**src/rtl/addr_map_pkg.sv**
```systemverilog
// address map constants, access widths and target codes for the decoder
// assumes host addresses are byte addresses, dsp addresses are 24 bits
package addr_map_pkg;

	// access widths; ACC_NONE marks "no width check"
	typedef enum logic [1:0] {ACC_W8, ACC_W16, ACC_W32, ACC_NONE} acc_width_t;

	typedef enum logic [2:0] {
		HT_MEMORY, HT_DSP_MEM, HT_DSP_PERIPH, HT_PRIV_PERIPH,
		HT_PUB_PERIPH, HT_SHARED_PERIPH, HT_CONFIG, HT_UNMAPPED
	} host_target_t;

	typedef enum logic [2:0] {
		DT_DUAL_RAM, DT_SINGLE_RAM, DT_RESERVED, DT_MMU, DT_PROG_ROM, DT_IO
	} dsp_target_t;

	// host address top byte boundaries
	localparam logic [7:0] TOP_DSP_MEM = 8'he0;

	// register set pages: host address bits 31..8, 256 bytes each
	localparam logic [23:0] PG_L2_IRQ = 24'hfffe00;
	localparam logic [23:0] PG_L1_IRQ = 24'hfffecb;
	localparam logic [23:0] PG_TIMER1 = 24'hfffec5;
	localparam logic [23:0] PG_TIMER2 = 24'hfffec6;
	localparam logic [23:0] PG_TIMER3 = 24'hfffec7;
	localparam logic [23:0] PG_WATCHDOG = 24'hfffec8;
	localparam logic [23:0] PG_SYS_DMA = 24'hfffed8;
	localparam logic [23:0] PG_TONE = 24'hfffb60;
	localparam logic [23:0] PG_BACKLIGHT = 24'hfffb58;
	localparam logic [23:0] PG_RTC = 24'hfffb48;
	localparam logic [23:0] PG_BATT_LINK = 24'hfffbc0;
	localparam logic [23:0] PG_LED1 = 24'hfffbd0;
	localparam logic [23:0] PG_LED2 = 24'hfffbd8;
	localparam logic [23:0] PG_FRAME_ADJ = 24'hfffba8;
	localparam logic [23:0] PG_SERIAL1 = 24'hfffb00;
	localparam logic [23:0] PG_SERIAL2 = 24'hfffb08;
	localparam logic [23:0] PG_SERIAL3 = 24'hfffb98;
	localparam logic [23:0] PG_GPIO = 24'hfffce0;
	localparam logic [23:0] PG_MAILBOX = 24'hfffcf0;
	localparam logic [23:0] PG_DSP_BSP1 = 24'he10118;
	localparam logic [23:0] PG_DSP_VSP2 = 24'he10120;
	localparam logic [23:0] PG_DSP_VSP1 = 24'he10128;
	localparam logic [23:0] PG_DSP_BSP3 = 24'he10170;
	localparam logic [23:0] PG_LOW_POWER = 24'hfffe08;
	localparam logic [23:0] PG_TRAFFIC = 24'hfffecc;

	// dsp program/data map, byte addresses
	localparam logic [23:0] DSP_DUAL_ACCESS_RAM_BASE = 24'h000000;
	localparam logic [23:0] DSP_SINGLE_ACCESS_RAM_BASE = 24'h010000;
	localparam logic [23:0] DSP_RSVD_BASE = 24'h028000;
	localparam logic [23:0] DSP_MMU_BASE = 24'h050000;
	localparam logic [23:0] DSP_ROM_BASE = 24'hff8000;
	localparam int DSP_BLOCK_LSB = 13;

	// 8k-byte block index of an address inside a ram
	function automatic logic [3:0] ram_block(input logic [23:0] a,
		input logic [23:0] base);
		logic [23:0] off;
		off = a - base;
		return off[DSP_BLOCK_LSB +: 4];
	endfunction

endpackage

```
**src/rtl/host_window_lookup.sv**
```systemverilog
// register set lookup for one host byte address page
// assumes page is host address bits 31..8; purely combinational
`timescale 1ns/1ps
module host_window_lookup
	import addr_map_pkg::*;
(
	input wire logic [23:0] i_page, // host address bits 31..8
	output logic o_hit, // page holds a register set
	output addr_map_pkg::acc_width_t o_width, // width the set needs
	output addr_map_pkg::host_target_t o_target // peripheral group
);
	always_comb
	begin
		o_hit = 1'b1;
		o_width = ACC_W32;
		o_target = HT_PRIV_PERIPH;
		case (i_page)
			PG_L2_IRQ, PG_L1_IRQ, PG_TIMER1, PG_TIMER2, PG_TIMER3,
			PG_WATCHDOG: o_width = ACC_W32;
			PG_SYS_DMA: o_width = ACC_W16;
			PG_TONE, PG_BACKLIGHT, PG_RTC, PG_BATT_LINK, PG_LED1, PG_LED2:
			begin
				o_width = ACC_W8;
				o_target = HT_PUB_PERIPH;
			end
			PG_FRAME_ADJ:
			begin
				o_width = ACC_W16;
				o_target = HT_PUB_PERIPH;
			end
			PG_SERIAL1, PG_SERIAL2, PG_SERIAL3:
			begin
				o_width = ACC_W8;
				o_target = HT_SHARED_PERIPH;
			end
			PG_GPIO, PG_MAILBOX:
			begin
				o_width = ACC_W16;
				o_target = HT_SHARED_PERIPH;
			end
			PG_DSP_BSP1, PG_DSP_VSP2, PG_DSP_VSP1, PG_DSP_BSP3:
			begin
				o_width = ACC_W16;
				o_target = HT_DSP_PERIPH;
			end
			PG_LOW_POWER:
			begin
				o_width = ACC_W16;
				o_target = HT_CONFIG;
			end
			PG_TRAFFIC: o_target = HT_CONFIG;
			default:
			begin
				o_hit = 1'b0;
				o_width = ACC_NONE;
				o_target = HT_UNMAPPED;
			end
		endcase
	end
endmodule // host_window_lookup

```
**src/rtl/dsp_map_decoder.sv**
```systemverilog
// decode of one dsp program, data or i/o access
// assumes 24-bit addresses; data addresses are word addresses
`timescale 1ns/1ps
module dsp_map_decoder
	import addr_map_pkg::*;
(
	input wire logic [23:0] i_addr, // dsp address
	input wire logic i_is_data, // data access, word address
	input wire logic i_is_io, // port instruction access
	input wire logic i_rom_mode, // mode select, synchronised
	output addr_map_pkg::dsp_target_t o_target, // decoded target
	output logic [3:0] o_block // ram block index
);
	logic [23:0] byte_addr;

	// data word address to byte address
	assign byte_addr = i_is_data ? {i_addr[22:0], 1'b0} : i_addr;

	always_comb
	begin
		o_block = 4'h0;
		if (i_is_io)
			o_target = DT_IO;
		else if (byte_addr < DSP_SINGLE_ACCESS_RAM_BASE)
		begin
			o_target = DT_DUAL_RAM;
			o_block = ram_block(byte_addr, DSP_DUAL_ACCESS_RAM_BASE);
		end
		else if (byte_addr < DSP_RSVD_BASE)
		begin
			o_target = DT_SINGLE_RAM;
			o_block = ram_block(byte_addr, DSP_SINGLE_ACCESS_RAM_BASE);
		end
		else if (byte_addr < DSP_MMU_BASE)
			o_target = DT_RESERVED;
		else if (byte_addr < DSP_ROM_BASE)
			o_target = DT_MMU;
		else if (!i_rom_mode)
			o_target = DT_PROG_ROM;
		else
			o_target = DT_MMU;
	end
endmodule // dsp_map_decoder

```
**src/rtl/dual_core_address_decoder.sv**
```systemverilog
// address decoder for the host and signal processor maps
// assumes requests come from logic on i_core_clk; mode pin is asynchronous
// What this block does
// - peripheral sets sit in host memory space
// - wrong width gives bus error and interrupt
// - level-2 interrupt set at fffe0000, 32-bit
// - level-1 irq, timers, watchdog are 32-bit
// - system dma set at fffed800, 16-bit only
// - tone, backlight, rtc, battery, leds are 8-bit
// - frame adjust counter at fffba800, 16-bit
// - serial ports 8-bit; gpio, mailbox 16-bit
// - dsp peripherals via host port, 16-bit
// - low power 16-bit, traffic controller 32-bit
// - dsp peripherals in separate i/o space
// - dsp data word-addressed, program byte-addressed
// - dual ram 0-ffff in eight 8k blocks
// - each dual ram block takes two accesses
// - shared sram and external only via mmu
// - host reaches dsp rams through host port
// - top 32k is rom or mmu by mode
// - 050000 to ff7fff forwarded through mmu
// - host addresses are byte addresses
`timescale 1ns/1ps
module dual_core_address_decoder
	import addr_map_pkg::*;
(
	input wire logic i_core_clk, // core clock, 50 MHz
	input wire logic i_sys_rst, // synchronous reset, active high
	input wire logic i_clk_en, // freezes all state while low
	input wire logic i_host_req, // host request strobe
	input wire logic [31:0] i_host_addr, // host byte address
	input wire addr_map_pkg::acc_width_t i_host_size, // access width used
	input wire logic i_mp_mode, // microprocessor_mode_select pin
	input wire logic i_dsp_a_req, // dsp port a request
	input wire logic [23:0] i_dsp_a_addr, // dsp port a address
	input wire logic i_dsp_a_data, // port a data (word) access
	input wire logic i_dsp_a_io, // port a i/o space access
	input wire logic i_dsp_b_req, // dsp port b request
	input wire logic [23:0] i_dsp_b_addr, // dsp port b address
	input wire logic i_dsp_b_data, // port b data (word) access
	input wire logic i_dsp_b_io, // port b i/o space access
	output logic o_host_ack, // host answer pulse
	output logic o_host_err, // host bus error, with ack
	output addr_map_pkg::host_target_t o_host_target, // host target
	output addr_map_pkg::acc_width_t o_host_width, // width the set needs
	output logic o_host_dsp_port, // routed through host_to_dsp_port
	output logic o_pbus_irq, // peripheral_bus error interrupt pulse
	output logic o_dsp_a_ack, // port a answer pulse
	output logic o_dsp_a_err, // port a error, with ack
	output addr_map_pkg::dsp_target_t o_dsp_a_target, // port a target
	output logic [3:0] o_dsp_a_block, // port a ram block
	output logic o_dsp_b_ack, // port b answer pulse
	output logic o_dsp_b_err, // port b error, with ack
	output addr_map_pkg::dsp_target_t o_dsp_b_target, // port b target
	output logic [3:0] o_dsp_b_block, // port b ram block
	output logic o_single_ram_conflict // both ports hit one single ram block
);
	typedef struct packed {
		logic mode_meta;
		logic mode_sync;
		logic host_ack;
		logic host_err;
		logic pbus_irq;
		logic dsp_port;
		host_target_t host_target;
		acc_width_t host_width;
		logic a_ack;
		logic a_err;
		dsp_target_t a_target;
		logic [3:0] a_block;
		logic b_ack;
		logic b_err;
		dsp_target_t b_target;
		logic [3:0] b_block;
		logic conflict;
	} state_t;

	localparam state_t ST_RESET = '0;

	state_t st_q;
	state_t st_d;

	logic lk_hit;
	acc_width_t lk_width;
	host_target_t lk_target;
	logic [23:0] host_page;
	logic [7:0] host_top;
	dsp_target_t a_target;
	dsp_target_t b_target;
	logic [3:0] a_block;
	logic [3:0] b_block;
	logic host_take;
	logic a_take;
	logic b_take;

	// byte address split into page and top byte
	assign host_page = i_host_addr[31:8];
	assign host_top = i_host_addr[31:24];
	assign host_take = i_host_req & i_clk_en;
	assign a_take = i_dsp_a_req & i_clk_en;
	assign b_take = i_dsp_b_req & i_clk_en;

	host_window_lookup u_lookup (
		.i_page(host_page),
		.o_hit(lk_hit),
		.o_width(lk_width),
		.o_target(lk_target)
	);

	// two decoders so both accesses resolve in one cycle
	dsp_map_decoder u_dsp_a (
		.i_addr(i_dsp_a_addr),
		.i_is_data(i_dsp_a_data),
		.i_is_io(i_dsp_a_io),
		.i_rom_mode(st_q.mode_sync),
		.o_target(a_target),
		.o_block(a_block)
	);

	dsp_map_decoder u_dsp_b (
		.i_addr(i_dsp_b_addr),
		.i_is_data(i_dsp_b_data),
		.i_is_io(i_dsp_b_io),
		.i_rom_mode(st_q.mode_sync),
		.o_target(b_target),
		.o_block(b_block)
	);

	always_comb
	begin
		st_d = st_q;
		// mode pin through two flops
		st_d.mode_meta = i_mp_mode;
		st_d.mode_sync = st_q.mode_meta;
		st_d.host_ack = i_host_req;
		st_d.host_err = 1'b0;
		st_d.pbus_irq = 1'b0;
		st_d.dsp_port = 1'b0;
		st_d.host_target = HT_MEMORY;
		st_d.host_width = ACC_NONE;
		if (i_host_req)
		begin
			if (host_top < TOP_DSP_MEM)
				st_d.host_target = HT_MEMORY;
			else if (host_top == TOP_DSP_MEM)
			begin
				st_d.host_target = HT_DSP_MEM;
				st_d.dsp_port = 1'b1;
			end
			else if (lk_hit)
			begin
				st_d.host_target = lk_target;
				st_d.host_width = lk_width;
				st_d.dsp_port = (lk_target == HT_DSP_PERIPH);
				st_d.host_err = (i_host_size != lk_width);
				st_d.pbus_irq = (i_host_size != lk_width);
			end
			else
			begin
				st_d.host_target = HT_UNMAPPED;
				st_d.host_err = 1'b1;
			end
		end
		// both ports decoded and answered in the same cycle
		st_d.a_ack = i_dsp_a_req;
		st_d.b_ack = i_dsp_b_req;
		st_d.a_target = a_target;
		st_d.b_target = b_target;
		st_d.a_block = a_block;
		st_d.b_block = b_block;
		st_d.a_err = i_dsp_a_req && (a_target == DT_RESERVED);
		st_d.b_err = i_dsp_b_req && (b_target == DT_RESERVED);
		// single ram blocks serve one access per cycle
		st_d.conflict = i_dsp_a_req && i_dsp_b_req
			&& (a_target == DT_SINGLE_RAM) && (b_target == DT_SINGLE_RAM)
			&& (a_block == b_block);
	end

	always_ff @(posedge i_core_clk)
	begin
		if (i_sys_rst)
			st_q <= ST_RESET;
		else if (i_clk_en)
			st_q <= st_d;
	end

	assign o_host_ack = st_q.host_ack;
	assign o_host_err = st_q.host_err;
	assign o_host_target = st_q.host_target;
	assign o_host_width = st_q.host_width;
	assign o_host_dsp_port = st_q.dsp_port;
	assign o_pbus_irq = st_q.pbus_irq;
	assign o_dsp_a_ack = st_q.a_ack;
	assign o_dsp_a_err = st_q.a_err;
	assign o_dsp_a_target = st_q.a_target;
	assign o_dsp_a_block = st_q.a_block;
	assign o_dsp_b_ack = st_q.b_ack;
	assign o_dsp_b_err = st_q.b_err;
	assign o_dsp_b_target = st_q.b_target;
	assign o_dsp_b_block = st_q.b_block;
	assign o_single_ram_conflict = st_q.conflict;
endmodule // dual_core_address_decoder

```
**config.mk**
```make
export PLATFORM = sky130hd
export DESIGN_NAME = dual_core_address_decoder
export DESIGN_NICKNAME = d
export VERILOG_FILES = /design/src/rtl/addr_map_pkg.sv /design/src/rtl/host_window_lookup.sv /design/src/rtl/dsp_map_decoder.sv /design/src/rtl/dual_core_address_decoder.sv
export SDC_FILE = /design/constraint.sdc
export NUM_CORES = 1
export LEC_CHECK = 0
export ABC_AREA = 1
export BUFFER_PORTS_ARGS = -buffer_cell sky130_fd_sc_hd__buf_2
export CORE_ASPECT_RATIO = 0.8
export CORE_MARGIN = 8
export CORE_UTILIZATION = 43
export CTS_CLUSTER_SIZE = 14
export DETAILED_ROUTE_END_ITERATION = 10
export PLACE_DENSITY = 0.72
export SYNTH_ARGS = -nofsm -noshare
export SYNTH_HDL_FRONTEND = slang
export SYNTH_SLANG_ARGS = --single-unit
```
**constraint.sdc**
```tcl
create_clock -name i_core_clk -period 3.75 [get_ports i_core_clk]
set_input_delay 0.5625 -clock i_core_clk [delete_from_list [all_inputs] [get_ports i_core_clk]]
set_output_delay 0.5625 -clock i_core_clk [all_outputs]
set_load 0.05 [all_outputs]
```
==> impl_metrics.ini <==
[die]
die_h_microns = 86.2
core_area_sq_um = 5940
start_util = 0.445
ios = 121
die_w_microns = 104
rows = 25
die_area_sq_um = 8940

[yosys]
synth_nets = 585
syn_inst = 492
ys_ff_latch = 30
post-synth-top-area-cell = dfxtp_1
synth_ff_type = dfxtp_1
synth.top_cell.area_share = 0.227
yosysSeqAreaShare = 0.227
synth_async_sr_flop_share = 0
ys_types = 28
synth.cell_area_sq_um = 2650
synth_edf_count = 0
avgSynthCellArea_sq_um = 5.38
ys_warn_count = 0
yosys-top-cells-area = dfxtp_1 23%, nand2_1 23%, nor2_1 12%, inv_1 9.2%, nand3_1 6.4%

[finish]
drive_gt1_frac = 0.207
diodes = 0
fillers = 653
syn_to_final_growth_pct = 21.4
fin_nets = 668
post-route-util = 0.541
final_area_sq_um = 3210

[setup_path]
arrival_ns = 2.18
cpMostUsedCell = nand2_1
crit_required_ns = 3.91
critical_path_class = in -> reg
critPathSlowestCell = nor2_1
cp-end-kind = flop
reg2reg_setup_slack_ns = 2.38
critPathBufInv = 1
critPathLaunchType = input pin
slowest_delay_ns = 0.33
crit_family = simple AND/OR/NAND/NOR gates
crit_fanout = 6
crit_chain = buf_2, nand2_1, nor2_2, nand3_1, nor2_1, nand2_1, nand3_1, nor2_1, nand2_1, nand4_1, nand2_1, a21oi_1

[timing]
tightest_slew_ns = 0.524
hold_viol = 0
setup_viol = 0
period_share = 0.541
fin_hold_ws_ns = 0.461
fmax_ghz = 0.493
grt_setup_unrepaired = no
finalCriticalPeriod_ns = 2.03
drv_slew = 0
tns_ns = 0
max_slew_margin = 0.650
finClkSkew_ns = 0.00249

[clock_tree]
cts_tree = done
cts_resized = 0
clk_path_buf_depth = 2
cts.reportedPaths.clkPinSlew_ns = 0.06
ctsRootBufferMaster = clkbuf_8
htreeDepth = 2
cts_hold_buf = 0
clkLatencyLatePin_ns = 0.28
cts_post_setup_buffers_inserted = 0
clock_sinks = 30
cts_buffers = 5

[placed_design]
post_dp_cell_area_sq_um = 3120
io_buffer_count = 88
routabilityCongestion = 0.874
dp_hpwl_microns = 6410

[pwr]
total_power_uw = 837
comb_power_share = 0.275
leakage_nw = 1.77
pwr-share-clk = 0.319
p_int_uw = 552
seqPwrFrac = 0.406
vdd_drop_max_mv = 0.172
p_per_area_nw_per_um2 = 260
switching_share = 0.340
p_switching_uw = 284

[global_routing]
grt_max_degree = 33
grtUsageTotal = 0.166
antenna_found_initial = 0
grt_pass1_vias = 2937
grt_pass1_wl_microns = 12800
grt_overflow_total = 0

[routing]
drc = 0
dr.first_iter.drc_count = 244
detail_route.first_pass.iterations = 5
via_per_inst = 4.87
routed_wl_microns = 7690
vias = 3199
wl_per_cell_microns = 11.7
ant_nets = 0

[status]
status = complete, no violations

[min_path]
hold_path.class = reg -> reg

[flow_run]
maxCapViolations = 0
-- path summary, 6_finish.rpt --
kind	startpoint	to	cells after the start
min	o_host_ack$_SDFFE_PP0P_	o_host_ack$_SDFFE_PP0P_	2
min reg2reg	o_host_ack$_SDFFE_PP0P_	o_host_ack$_SDFFE_PP0P_	2
max	i_host_addr[21]	o_host_err$_SDFFE_PP0P_	12
max reg2reg	st_q[28]$_SDFFE_PP0P_	o_single_ram_conflict$_SDFFE_PP0P_	10
-- tightest hold or removal path, delay by kind of cell (launching register included) --
kind,cells,cell delay (ns)
DFF,1,0.31
and+or+nand+nor,1,0.06
AOI/OAI and AO/OA,1,0.05
-- cell families (layout without fill, tap and decap cells) --
family	after synthesis	in the layout	share of synthesized area
and+or+nand+nor	308	308	0.490
muxes	2	2	0.00851
AOI/OAI and AO/OA	69	69	0.149
buffers and inverters	83	167	0.126
DFF	30	30	0.227
-- cells in the mapped netlist, types with 3 or more instances --
cell type	instances
o21a_1	3
o211ai_1	3
o21ai_1	10
nand3b_1	3
clkbuf_1	8
inv_1	65
nor2_2	4
dfxtp_1	30
nand4_1	13
o21ai_0	20
o21ai_2	7
nand2_1	160
inv_2	4
nand3_1	34
nor2_1	83
a21oi_1	24
-- layer usage --
layer / part of all wire / global-route usage / vias up
li1: - / - / 1712
met1: 0.50 / 0.220 / 1399
met2: 0.42 / 0.260 / 82
met3: 0.071 / 0.0467 / 6
met4: 0.0091 / 0.0433 / 0
met5: 0 / 0 / -
-- registers in the layout, indices dropped and copies added (netlist names), 2 cells and up --
name	flops
o_dsp_a_block	4
o_dsp_b_block	4
o_dsp_a_target	3
o_dsp_b_target	3
o_host_target	3
o_host_width	2
-- power groups by stage --
| stage | sequential (mW) | clock (mW) | combinational (mW) |
|---|---|---|---|
| 2_1_floorplan | 0.389 | 0 | 0.115 |
| 3_3_place_gp | 0.346 | 0 | 0.225 |
| 3_5_place_dp | 0.346 | 0 | 0.229 |
| 4_1_cts | 0.339 | 0.272 | 0.231 |
| 5_1_grt | 0.341 | 0.288 | 0.257 |
| 6_report | 0.339 | 0.267 | 0.230 |
-- stage by stage --
step	setup WS, ns	cells
floorplan	1.94	492
global placement	1.47	649
detailed placement	1.45	649
CTS	1.74	657
global route	1.49	657
finish	1.72	657
-- cell type report --
cell class	count	area, sq um	area share
Multi-Input combinational cell	379	1710	0.533
Inverter	71	267	0.0829
Clock inverter	1	5.00	0.00156
Timing Repair Buffer	88	440	0.137
Sequential cell	30	601	0.187
Tap cell	81	101	0.0315
Clock buffer	7	86.3	0.0269
-- layout by cell type (no fill, tap or decap), types with 4 or more instances in the layout --
cell,count
o21ai_1,10
buf_2,88
dfxtp_1,30
nand2_1,160
inv_1,65
clkbuf_8,6
o21ai_0,20
nor2_2,4
a21oi_1,24
inv_2,4
nand4_1,13
nand3_1,34
o21ai_2,7
nor2_1,83
Power figures use the tool's default switching activity.
